[src/dio_defs.svh]
// Purpose: shared constants for the digital i/o animation player
// Assumes: 200 MHz clock, eight input and eight output channels
// Notes: included by bare name; definitions only
`ifndef DIO_DEFS_SVH
`define DIO_DEFS_SVH

`define DIO_NCH 8
`define DIO_CW 3
`define DIO_DEPTH 64
`define DIO_AW 6
`define DIO_LW 7
`define DIO_SW 8
`define DIO_MW 16
`define DIO_HALF 8'h80
`define DIO_LAST_ADDR 6'h3f
`define DIO_SCAN_END 4'h8
`define DIO_CLK_HZ 200000000
`define DIO_FRAME_HZ 60
`define DIO_FRAME_CYC (`DIO_CLK_HZ / `DIO_FRAME_HZ)
`define DIO_FCW 22
`define DIO_CODE_OFF 2'h0
`define DIO_CODE_ON 2'h1
`define DIO_CODE_HOLD 2'h2

`endif

[src/dio_pkg.sv]
// Purpose: types for the digital i/o animation player
// Assumes: nothing beyond the defs header
// Notes: op and state codes
package dio_pkg;

    typedef enum logic [3:0] {
        OP_ON = 4'h0,
        OP_OFF = 4'h1,
        OP_SET = 4'h2,
        OP_QUEUE = 4'h3,
        OP_START = 4'h4,
        OP_PAUSE = 4'h5,
        OP_STOP = 4'h6,
        OP_COMPARE = 4'h7,
        OP_WATCH = 4'h8,
        OP_UNWATCH = 4'h9
    } op_type;

    // gray along idle->scan->idle and idle->load->idle
    typedef enum logic [1:0] {
        ST_IDLE = 2'h0,
        ST_SCAN = 2'h1,
        ST_LOAD = 2'h2
    } state_type;

endpackage

[src/digital_io_animation_player.sv]
// Purpose: digital input/output bank with level compare, edge watch,
//          direct drive and 60 Hz one-bit animation playback
// Assumes: commands one at a time under cmdValid/cmdReady
// Notes: frame work scans all eight outputs within one frame period
`timescale 1ns/1ps
`default_nettype none
`include "dio_defs.svh"
// Behaviour
// - every channel is either on (1) or off (0).
// - compare returns the channel's present level, no history involved.
// - a watch fires only on a change into the wanted state.
// - after firing, a watch stays quiet until the next such change.
// - outputs can be compared and watched using their driven level.
// - on drives the named outputs to 1.
// - off drives the named outputs to 0.
// - set acts as on for non-zero value, off for zero.
// - queue binds a sequence and loads it fully into memory first.
// - samples below half scale drive off, above half drive on.
// - start plays from the first sample after queue, else from position.
// - start after pause resumes exactly where the pause took effect.
// - pause halts and keeps position; no effect when not playing.
// - stop ends playback and rewinds to the first sample.
module digital_io_animation_player #(
    parameter int unsigned FRAME_CYCLES = `DIO_FRAME_CYC
) (
    input wire logic clk,
    input wire logic rst,
    // command port
    input wire logic cmdValid,
    output logic cmdReady_r,
    input wire logic [3:0] cmdOp,
    input wire logic [`DIO_NCH-1:0] cmdMask,
    input wire logic [`DIO_CW-1:0] cmdChan,
    input wire logic cmdBank,
    input wire logic [`DIO_SW-1:0] cmdValue,
    // sequence load stream
    input wire logic loadValid,
    output logic loadReady_r,
    input wire logic [`DIO_SW-1:0] loadSample,
    input wire logic loadLast,
    // channel levels
    input wire logic [`DIO_NCH-1:0] inLevel,
    output logic [`DIO_NCH-1:0] outLevel_r,
    // answers and events
    output logic cmpValid_r,
    output logic cmpLevel_r,
    output logic [`DIO_NCH-1:0] inEvent_r,
    output logic [`DIO_NCH-1:0] outEvent_r,
    output logic [`DIO_NCH-1:0] playing_r
);
    dio_pkg::state_type st_r, stNxt;
    dio_pkg::op_type op;
    logic accept, loadAcc, loadEnd, tickPend_r, tickNxt, frameTick_r;
    logic [`DIO_FCW-1:0] frameCnt_r;
    logic [3:0] scanIdx_r;
    logic [`DIO_CW-1:0] rdCh_r;
    logic rdValid_r;
    logic [`DIO_AW-1:0] rdAddr;
    logic [`DIO_MW-1:0] rdData;
    logic [1:0] code;
    logic advance;
    logic [`DIO_AW-1:0] pos_r [`DIO_NCH];
    logic [`DIO_LW-1:0] len_r [`DIO_NCH];
    logic [`DIO_NCH-1:0] bound_r, qMask_r, posZero;
    logic [`DIO_AW-1:0] loadIdx_r;
    logic [`DIO_NCH-1:0] armIn, armOut, disIn, disOut;

    // half scale is neither on nor off, so the level is held
    function automatic logic [1:0] sampleCode(input logic [`DIO_SW-1:0] s);
        if (s < `DIO_HALF) begin
            return `DIO_CODE_OFF;
        end else if (s > `DIO_HALF) begin
            return `DIO_CODE_ON;
        end
        return `DIO_CODE_HOLD;
    endfunction

    function automatic logic [`DIO_NCH-1:0] drive(
        input logic [`DIO_NCH-1:0] cur,
        input logic [`DIO_NCH-1:0] m,
        input logic on);
        return on ? (cur | m) : (cur & ~m);
    endfunction

    function automatic logic atEnd(
        input logic [`DIO_AW-1:0] p,
        input logic [`DIO_LW-1:0] l);
        return ({1'b0, p} + 7'h01) >= l;
    endfunction

    assign op = dio_pkg::op_type'(cmdOp);
    assign accept = cmdValid && cmdReady_r;
    assign loadAcc = loadValid && loadReady_r;
    assign loadEnd = loadAcc && (loadLast || loadIdx_r == `DIO_LAST_ADDR);
    assign rdAddr = pos_r[scanIdx_r[`DIO_CW-1:0]];
    assign code = rdData[2*rdCh_r +: 2];
    assign advance = rdValid_r && playing_r[rdCh_r];

    always_comb begin
        for (int i = 0; i < `DIO_NCH; i++) begin
            posZero[i] = pos_r[i] == '0;
        end
    end

    // frame clock for 60 samples a second
    always_ff @(posedge clk or posedge rst) begin
        if (rst) begin
            frameCnt_r <= '0;
            frameTick_r <= 1'b0;
        end else if (frameCnt_r == `DIO_FCW'(FRAME_CYCLES - 1)) begin
            frameCnt_r <= '0;
            frameTick_r <= 1'b1;
        end else begin
            frameCnt_r <= frameCnt_r + 1'b1;
            frameTick_r <= 1'b0;
        end
    end

    // a tick during load is kept pending; a new tick wins over the clear
    always_comb begin
        stNxt = st_r;
        tickNxt = tickPend_r | frameTick_r;
        unique case (st_r)
            dio_pkg::ST_IDLE: begin
                if (accept && op == dio_pkg::OP_QUEUE) begin
                    stNxt = dio_pkg::ST_LOAD;
                end else if (!accept && tickPend_r) begin
                    stNxt = dio_pkg::ST_SCAN;
                    tickNxt = frameTick_r;
                end
            end
            dio_pkg::ST_SCAN: begin
                if (scanIdx_r == `DIO_SCAN_END) begin
                    stNxt = dio_pkg::ST_IDLE;
                end
            end
            dio_pkg::ST_LOAD: begin
                if (loadEnd) begin
                    stNxt = dio_pkg::ST_IDLE;
                end
            end
            default: stNxt = dio_pkg::ST_IDLE;
        endcase
    end

    always_ff @(posedge clk or posedge rst) begin
        if (rst) begin
            st_r <= dio_pkg::ST_IDLE;
            tickPend_r <= 1'b0;
            cmdReady_r <= 1'b0;
            loadReady_r <= 1'b0;
        end else begin
            st_r <= stNxt;
            tickPend_r <= tickNxt;
            cmdReady_r <= stNxt == dio_pkg::ST_IDLE && !tickNxt;
            loadReady_r <= stNxt == dio_pkg::ST_LOAD;
        end
    end

    // scan: one read per channel, data comes back a cycle later
    always_ff @(posedge clk or posedge rst) begin
        if (rst) begin
            scanIdx_r <= '0;
            rdCh_r <= '0;
            rdValid_r <= 1'b0;
        end else if (st_r == dio_pkg::ST_SCAN &&
                     scanIdx_r != `DIO_SCAN_END) begin
            rdCh_r <= scanIdx_r[`DIO_CW-1:0];
            rdValid_r <= 1'b1;
            scanIdx_r <= scanIdx_r + 1'b1;
        end else begin
            rdValid_r <= 1'b0;
            if (st_r != dio_pkg::ST_SCAN) begin
                scanIdx_r <= '0;
            end
        end
    end

    // sequence loading into the bound lanes
    always_ff @(posedge clk or posedge rst) begin
        if (rst) begin
            loadIdx_r <= '0;
            qMask_r <= '0;
            bound_r <= '0;
            for (int i = 0; i < `DIO_NCH; i++) begin
                len_r[i] <= '0;
            end
        end else if (accept && op == dio_pkg::OP_QUEUE) begin
            loadIdx_r <= '0;
            qMask_r <= cmdMask;
            bound_r <= bound_r & ~cmdMask;
        end else if (loadAcc) begin
            loadIdx_r <= loadIdx_r + 1'b1;
            if (loadEnd) begin
                bound_r <= bound_r | qMask_r;
                for (int i = 0; i < `DIO_NCH; i++) begin
                    if (qMask_r[i]) begin
                        len_r[i] <= {1'b0, loadIdx_r} + 7'h01;
                    end
                end
            end
        end
    end

    anim_mem u_mem (
        .clk(clk),
        .rst(rst),
        .wrEn(loadAcc),
        .wrLanes(qMask_r),
        .wrAddr(loadIdx_r),
        .wrCode(sampleCode(loadSample)),
        .rdAddr(rdAddr),
        .rdData(rdData)
    );

    // playback state and position
    always_ff @(posedge clk or posedge rst) begin
        if (rst) begin
            playing_r <= '0;
            for (int i = 0; i < `DIO_NCH; i++) begin
                pos_r[i] <= '0;
            end
        end else if (accept) begin
            unique case (op)
                dio_pkg::OP_START:
                    playing_r <= playing_r | (cmdMask & bound_r);
                dio_pkg::OP_PAUSE:
                    playing_r <= playing_r & ~cmdMask;
                dio_pkg::OP_STOP, dio_pkg::OP_QUEUE: begin
                    playing_r <= playing_r & ~cmdMask;
                    for (int i = 0; i < `DIO_NCH; i++) begin
                        if (cmdMask[i]) begin
                            pos_r[i] <= '0;
                        end
                    end
                end
                default: ;
            endcase
        end else if (advance) begin
            // at the end of a sequence playback stops and rewinds
            if (atEnd(pos_r[rdCh_r], len_r[rdCh_r])) begin
                playing_r[rdCh_r] <= 1'b0;
                pos_r[rdCh_r] <= '0;
            end else begin
                pos_r[rdCh_r] <= pos_r[rdCh_r] + 1'b1;
            end
        end
    end

    // output drive: direct requests and animation samples
    always_ff @(posedge clk or posedge rst) begin
        if (rst) begin
            outLevel_r <= '0;
        end else if (accept) begin
            unique case (op)
                dio_pkg::OP_ON:
                    outLevel_r <= drive(outLevel_r, cmdMask, 1'b1);
                dio_pkg::OP_OFF:
                    outLevel_r <= drive(outLevel_r, cmdMask, 1'b0);
                dio_pkg::OP_SET:
                    outLevel_r <= drive(outLevel_r, cmdMask,
                                        cmdValue != '0);
                default: ;
            endcase
        end else if (advance && code != `DIO_CODE_HOLD) begin
            outLevel_r[rdCh_r] <= code == `DIO_CODE_ON;
        end
    end

    // level compare on either bank
    always_ff @(posedge clk or posedge rst) begin
        if (rst) begin
            cmpValid_r <= 1'b0;
            cmpLevel_r <= 1'b0;
        end else begin
            cmpValid_r <= accept && op == dio_pkg::OP_COMPARE;
            if (accept && op == dio_pkg::OP_COMPARE) begin
                cmpLevel_r <= cmdBank ? outLevel_r[cmdChan]
                                      : inLevel[cmdChan];
            end
        end
    end

    assign armIn = (accept && op == dio_pkg::OP_WATCH && !cmdBank)
                   ? cmdMask : '0;
    assign armOut = (accept && op == dio_pkg::OP_WATCH && cmdBank)
                    ? cmdMask : '0;
    assign disIn = (accept && op == dio_pkg::OP_UNWATCH && !cmdBank)
                   ? cmdMask : '0;
    assign disOut = (accept && op == dio_pkg::OP_UNWATCH && cmdBank)
                    ? cmdMask : '0;

    edge_watch u_inWatch (
        .clk(clk),
        .rst(rst),
        .level(inLevel),
        .armMask(armIn),
        .disarmMask(disIn),
        .desired(cmdValue != '0),
        .event_r(inEvent_r)
    );

    // outputs are watched on their driven level
    edge_watch u_outWatch (
        .clk(clk),
        .rst(rst),
        .level(outLevel_r),
        .armMask(armOut),
        .disarmMask(disOut),
        .desired(cmdValue != '0),
        .event_r(outEvent_r)
    );

    AST_ON_DRIVES: assert property (@(posedge clk) disable iff (rst)
        accept && op == dio_pkg::OP_ON |=>
        (outLevel_r & $past(cmdMask)) == $past(cmdMask))
        else $error("on did not drive outputs high");

    AST_OFF_DRIVES: assert property (@(posedge clk) disable iff (rst)
        accept && op == dio_pkg::OP_OFF |=>
        (outLevel_r & $past(cmdMask)) == '0)
        else $error("off did not drive outputs low");

    AST_SET_ZERO: assert property (@(posedge clk) disable iff (rst)
        accept && op == dio_pkg::OP_SET && cmdValue == '0 |=>
        (outLevel_r & $past(cmdMask)) == '0)
        else $error("set zero did not act as off");

    AST_CMP_NOW: assert property (@(posedge clk) disable iff (rst)
        accept && op == dio_pkg::OP_COMPARE && !cmdBank |=>
        cmpValid_r && cmpLevel_r == $past(inLevel[cmdChan]))
        else $error("compare did not return present level");

    AST_QUEUE_LOAD: assert property (@(posedge clk) disable iff (rst)
        accept && op == dio_pkg::OP_QUEUE |=>
        st_r == dio_pkg::ST_LOAD && (playing_r & $past(cmdMask)) == '0)
        else $error("queue did not enter loading");

    AST_START_PLAYS: assert property (@(posedge clk) disable iff (rst)
        accept && op == dio_pkg::OP_START |=>
        (playing_r & $past(cmdMask & bound_r)) == $past(cmdMask & bound_r))
        else $error("start did not begin playback");

    AST_PAUSE_KEEPS: assert property (@(posedge clk) disable iff (rst)
        accept && op == dio_pkg::OP_PAUSE |=>
        (playing_r & $past(cmdMask)) == '0 && pos_r[0] == $past(pos_r[0]))
        else $error("pause did not hold position");

    AST_STOP_REWINDS: assert property (@(posedge clk) disable iff (rst)
        accept && op == dio_pkg::OP_STOP |=>
        (posZero & $past(cmdMask)) == $past(cmdMask))
        else $error("stop did not rewind");

    AST_SCAN_BOUNDED: assert property (@(posedge clk) disable iff (rst)
        st_r == dio_pkg::ST_IDLE && stNxt == dio_pkg::ST_SCAN |=>
        ##[8:9] st_r == dio_pkg::ST_IDLE)
        else $error("frame scan overran");
endmodule // digital_io_animation_player
`default_nettype wire

[src/anim_mem.sv]
// Purpose: sample store, one 2-bit lane per output channel
// Assumes: single write port with lane enables, registered read
// Notes: address is the sample index shared by all lanes
`timescale 1ns/1ps
`default_nettype none
`include "dio_defs.svh"
module anim_mem (
    input wire logic clk,
    input wire logic rst,
    // write side
    input wire logic wrEn,
    input wire logic [`DIO_NCH-1:0] wrLanes,
    input wire logic [`DIO_AW-1:0] wrAddr,
    input wire logic [1:0] wrCode,
    // read side
    input wire logic [`DIO_AW-1:0] rdAddr,
    output logic [`DIO_MW-1:0] rdData
);
    logic [`DIO_MW-1:0] mem [`DIO_DEPTH];

    always_ff @(posedge clk) begin
        for (int i = 0; i < `DIO_NCH; i++) begin
            if (wrEn && wrLanes[i]) begin
                mem[wrAddr][2*i +: 2] <= wrCode;
            end
        end
    end

    always_ff @(posedge clk or posedge rst) begin
        if (rst) begin
            rdData <= '0;
        end else begin
            rdData <= mem[rdAddr];
        end
    end
endmodule // anim_mem
`default_nettype wire

[src/edge_watch.sv]
// Purpose: edge-qualified watches on a bank of channel levels
// Assumes: levels synchronous to clk
// Notes: one event pulse per entry into the wanted state
`timescale 1ns/1ps
`default_nettype none
`include "dio_defs.svh"
module edge_watch (
    input wire logic clk,
    input wire logic rst,
    // levels watched
    input wire logic [`DIO_NCH-1:0] level,
    // arming
    input wire logic [`DIO_NCH-1:0] armMask,
    input wire logic [`DIO_NCH-1:0] disarmMask,
    input wire logic desired,
    // events
    output logic [`DIO_NCH-1:0] event_r
);
    logic [`DIO_NCH-1:0] armed_r;
    logic [`DIO_NCH-1:0] want_r;
    logic [`DIO_NCH-1:0] prev_r;
    logic [`DIO_NCH-1:0] fire;

    // prev taken on the arm cycle, so a level already there is no edge
    assign fire = armed_r & ~(level ^ want_r) & (prev_r ^ want_r);

    always_ff @(posedge clk or posedge rst) begin
        if (rst) begin
            prev_r <= '0;
            event_r <= '0;
        end else begin
            prev_r <= level;
            event_r <= fire;
        end
    end

    always_ff @(posedge clk or posedge rst) begin
        if (rst) begin
            armed_r <= '0;
            want_r <= '0;
        end else begin
            armed_r <= (armed_r & ~disarmMask) | armMask;
            for (int i = 0; i < `DIO_NCH; i++) begin
                if (armMask[i]) begin
                    want_r[i] <= desired;
                end
            end
        end
    end

    AST_EDGE_ONLY: assert property (@(posedge clk) disable iff (rst)
        (|event_r) |->
        ((($past(prev_r) ^ $past(level)) & event_r) == event_r))
        else $error("event without a level change");

    AST_NO_REFIRE: assert property (@(posedge clk) disable iff (rst)
        (|event_r) |=> ((event_r & $past(event_r)) == '0))
        else $error("event fired twice on one edge");
endmodule // edge_watch
`default_nettype wire

[config.mk]
export PLATFORM = sky130hd
export DESIGN_NAME = digital_io_animation_player
export DESIGN_NICKNAME = d
export VERILOG_FILES = /design/src/dio_pkg.sv /design/src/digital_io_animation_player.sv /design/src/anim_mem.sv /design/src/edge_watch.sv
export VERILOG_INCLUDE_DIRS = /design/src
export SDC_FILE = /design/constraint.sdc
export NUM_CORES = 2
export LEC_CHECK = 0
export BUFFER_PORTS_ARGS = -buffer_cell sky130_fd_sc_hd__buf_2
export CAP_MARGIN = 20
export CORE_MARGIN = 1
export CORE_UTILIZATION = 50
export CTS_BUF_LIST = sky130_fd_sc_hd__clkbuf_8 sky130_fd_sc_hd__clkbuf_16
export DETAILED_ROUTE_END_ITERATION = 8
export PLACE_DENSITY = 0.76
export RECOVER_POWER = 100
export SETUP_SLACK_MARGIN = 0.15
export SYNTH_ARGS = -nofsm -noshare
export SYNTH_HDL_FRONTEND = slang
export SYNTH_SLANG_ARGS = --single-unit
[constraint.sdc]
create_clock -name clk -period 6.6 [get_ports clk]
set_input_delay 0 -clock clk [delete_from_list [all_inputs] [get_ports clk]]
set_output_delay 0 -clock clk [all_outputs]
set_load 0.1 [all_outputs]
==> impl_metrics.sql <==
INSERT INTO impl_metrics (metric_group, metric, value, unit) VALUES
('outcome', 'outcome', 'finished, violations left', ''),
('outcome', 'violations', 'capacitance limit, slew limit', ''),
('cts', 'cts_post_setup_buffers_inserted', '0', ''),
('sta', 'setup_ws', '1.10', 'ns'),
('cts', 'post_cts_resize_count', '0', ''),
('cells_and_area', 'antenna-diode-count', '0', ''),
('cells_and_area', 'share_of_layout_cells_above_drive_strength_1', '10.4', '%'),
('pwr', 'power.sequential.fraction', '51.0', '%'),
('place', 'dpl_cell_area', '55800', 'sq um'),
('worst_setup_path', 'reg2reg_slack', '1.11', 'ns'),
('sta', 'hold_violations', '0', ''),
('cells_and_area', 'seqCellArea', '37300', 'sq um'),
('routing', 'met2_wirelength', '66.1', 'mm'),
('sta', 'timing.slew.headroom', '-171', '%'),
('routing', 'met3WireLength', '14.0', 'mm'),
('sta', 'measured_slew_at_the_worst_slew_check_pin', '4.07', 'ns'),
('routing', 'detailedRoute.firstPassIterationCount', '6', ''),
('floorplan', 'die_height', '331', 'um'),
('cts', 'number_of_buffers_added_by_the_clock_tree_synthesis_step', '132', ''),
('place', 'io_buffers', '80', ''),
('routing', 'vias_per_inst', '6.15', ''),
('worst_setup_path', 'timing.critical_path.fanout_max', '199', ''),
('routing', 'detail_route.drc_violations', '0', ''),
('cells_and_area', 'finish.instance_area', '60500', 'sq um'),
('routing', 'ant_nets', '0', ''),
('pwr', 'power_switching', '4.52', 'mW'),
('synthesis', 'largest_area_contributor_in_the_netlist', 'sky130_fd_sc_hd__edfxtp_1', ''),
('cells_and_area', 'final_cell_mix', 'sky130_fd_sc_hd__edfxtp_1 (1,024), sky130_fd_sc_hd__nand2_1 (867), sky130_fd_sc_hd__nor2_1 (601)', ''),
('synthesis', 'synthesis.instances', '4226', ''),
('floorplan', 'pin_count', '81', ''),
('synthesis', 'synthArstFlopShare', '20.2', '%'),
('synthesis', 'synth_top_area_share', '56.9', '%'),
('sta', 'finalCritPeriodShare', '83.3', '%'),
('synthesis', 'netlist_area', '54000', 'sq um'),
('cells_and_area', 'multiInputGateArea', '15700', 'sq um'),
('worst_setup_path', 'data_required_time_at_the_worst_endpoint', '6.96', 'ns'),
('pwr', 'clock_network_fraction_of_design_power', '40.9', '%'),
('routing', 'top_layer', 'met4', ''),
('worst_setup_path', 'cp-start-kind', 'input pin', ''),
('routing', 'detail_route.wirelength.met1', '52.4', 'mm'),
('pwr', 'max-vdd-ir-drop', '214', 'uV'),
('grt', 'first_global_vias', '35200', ''),
('grt', 'grt_util_all_layers', '25.7', '%'),
('grt', 'first_pass_grt_wire_length', '210', 'mm'),
('synthesis', 'syn_area_per_cell', '12.8', 'sq um'),
('floorplan', 'core', '107000', 'sq um'),
('synthesis', 'synth_enable_flop_cells', '1024', ''),
('grt', 'grt_max_degree', '221', ''),
('cts', 'clk_path_buf_depth', '3', ''),
('place', 'gpl.final_weighted_congestion', '0.962', ''),
('worst_setup_path', 'timing_worst_setup_path_type', 'in2reg', ''),
('cts', 'cts_max_level', '4', ''),
('sta', 'fmax_achieved', '0.182', 'GHz'),
('routing', 'drt-initial-drc-count', '5086', ''),
('pwr', 'power.share.switching', '25.1', '%'),
('cts', 'cts_tree', 'built', ''),
('routing', 'detail_routed_net_length_per_standard_cell', '24.0', 'um'),
('min_path', 'worstHoldPathType', 'in2reg', ''),
('sta', 'count_of_endpoints_failing_setup_in_the_final_report', '0', ''),
('grt', 'grt_antenna_before_repair', '1', ''),
('cells_and_area', 'synthToLayoutAreaGrowth', '12.1', '%'),
('grt', 'overflow', '0', ''),
('cts', 'cts_root_buf', 'sky130_fd_sc_hd__clkbuf_16', ''),
('cells_and_area', 'n_fill_cell', '8274', ''),
('floorplan', 'fp-row-count', '120', ''),
('cells_and_area', 'design.final.nets', '4358', ''),
('synthesis', 'dominantRegCellSynth', 'sky130_fd_sc_hd__edfxtp_1', ''),
('sta', 'final_max_tran_viols', '1373', ''),
('cts', 'cts_num_sinks', '1284', ''),
('job', 'cap_viol_max_count', '23', ''),
('pwr', 'p_leak', '20.4', 'nW');
-- cell type report --
cell class | instances | share of cell area, %
Sequential cell | 1284 | 61.5
Multi-Input combinational cell | 2655 | 26.0
Clock buffer | 138 | 5.61
Tap cell | 1403 | 2.90
Timing Repair Buffer | 199 | 2.29
Clock inverter | 98 | 1.50
Inverter | 28 | 0.176
-- registers in the layout, indices dropped and copies added (netlist names), 8 cells and up --
name and count:
u_mem.mem 1024, len_r 56, pos_r 48, frameCnt_r 22, u_mem.rdData 16, bound_r 8
outLevel_r 8, playing_r 8, qMask_r 8, u_inWatch.armed_r 8, u_inWatch.event_r 8, u_inWatch.prev_r 8
u_inWatch.want_r 8, u_outWatch.armed_r 8, u_outWatch.event_r 8, u_outWatch.prev_r 8, u_outWatch.want_r 8
-- power groups by stage --
stage               combinational [mW]  clock, mW  sequential, mW
floorplan                        0.653          0            9.64
global placement                  1.39          0            9.34
detailed placement                1.41          0            9.34
CTS                               1.45       7.43            9.18
global route                      1.55       7.76            9.22
finish                            1.45       7.37            9.19
-- cells in the mapped netlist (5+ instances only) --
cell                        count
sky130_fd_sc_hd__dfrtp_1      260
sky130_fd_sc_hd__nor4_1        35
sky130_fd_sc_hd__buf_1         15
sky130_fd_sc_hd__clkbuf_1     206
sky130_fd_sc_hd__or3_1          5
sky130_fd_sc_hd__a21oi_1       15
sky130_fd_sc_hd__mux4_2       151
sky130_fd_sc_hd__a22o_1        36
sky130_fd_sc_hd__buf_2         26
sky130_fd_sc_hd__a221oi_1       7
sky130_fd_sc_hd__nand2_1      872
sky130_fd_sc_hd__o221ai_1      17
sky130_fd_sc_hd__xor2_1        16
sky130_fd_sc_hd__and3b_1        5
sky130_fd_sc_hd__edfxtp_1    1024
sky130_fd_sc_hd__a31oi_1       10
sky130_fd_sc_hd__nand2b_1      16
sky130_fd_sc_hd__o21ai_0      125
sky130_fd_sc_hd__mux2i_1        8
sky130_fd_sc_hd__and4_1         6
sky130_fd_sc_hd__ha_1          13
sky130_fd_sc_hd__nor3b_1        8
sky130_fd_sc_hd__inv_1         28
sky130_fd_sc_hd__o211ai_1      16
sky130_fd_sc_hd__nor2_1       603
sky130_fd_sc_hd__a21o_1         6
sky130_fd_sc_hd__mux2_2        18
sky130_fd_sc_hd__o21a_1        16
sky130_fd_sc_hd__nor3_1         8
sky130_fd_sc_hd__xnor2_1       17
sky130_fd_sc_hd__buf_4         10
sky130_fd_sc_hd__and3_1       141
sky130_fd_sc_hd__a22oi_1      100
sky130_fd_sc_hd__o22a_1         5
sky130_fd_sc_hd__nor2b_1       13
sky130_fd_sc_hd__and2_1        30
sky130_fd_sc_hd__nand3_1      281
sky130_fd_sc_hd__nand4_1       13
sky130_fd_sc_hd__o2111ai_1     16
-- kinds of logic after synthesis --
group / after synthesis / share of synthesized area, %
xor gates and xnor gates: 33 / 0.535
AOI/OAI and AO/OA: 383 / 4.85
adders and majority gates: 13 / 0.301
DFF: 1284 / 69.0
and+or+nand+nor: 2049 / 16.3
muxes: 177 / 6.82
buffers and inverters: 287 / 2.15
-- worst max-delay path: stages --
cell                            delay (ns)
sky130_fd_sc_hd__dlygate4sd3_1        0.52
sky130_fd_sc_hd__clkbuf_2             0.10
sky130_fd_sc_hd__nor4_1               0.04
sky130_fd_sc_hd__dlygate4sd3_1        0.54
sky130_fd_sc_hd__and4b_1              0.30
sky130_fd_sc_hd__nor2b_4              0.14
sky130_fd_sc_hd__clkbuf_2             2.59
sky130_fd_sc_hd__clkbuf_2             1.26
-- layer usage --
metal	GRT usage (%)	up-vias
met5	0	-
met4	12.6	0
met3	5.26	380
met2	40.7	2180
met1	33.9	17600
li1	-	15500
-- metrics by stage --
stage	power, mW	instances
after global placement	10.7	5507
after CTS	18.1	5800
after global routing	18.5	5805
after floorplan	10.3	4226
after detailed placement	10.8	5508
final	18.0	5805
-- path summary, 6_finish.rpt --
| path | start | end | cells past startpoint |
|---|---|---|---|
| setup / recovery | loadSample[3] | u_mem.mem[49][4] | 8 |
| setup reg to reg | rdCh_r[0] | pos_r[38] | 16 |
| hold reg to reg | u_inWatch.armed_r[3] | u_inWatch.armed_r[3] | 2 |
| hold / removal | cmdMask[3] | qMask_r[3] | 4 |
| max in group asynchronous | rst | u_outWatch.event_r[2] | 5 |
| min in group asynchronous | rst | frameCnt_r[18] | 4 |
-- what timing repair did --
action	CTS	global route
hold endpoints to repair	192	5
hold buffers	56	1
endpoints found under the setup margin	0	0
Note: power is estimated with default switching activity, not from simulation.
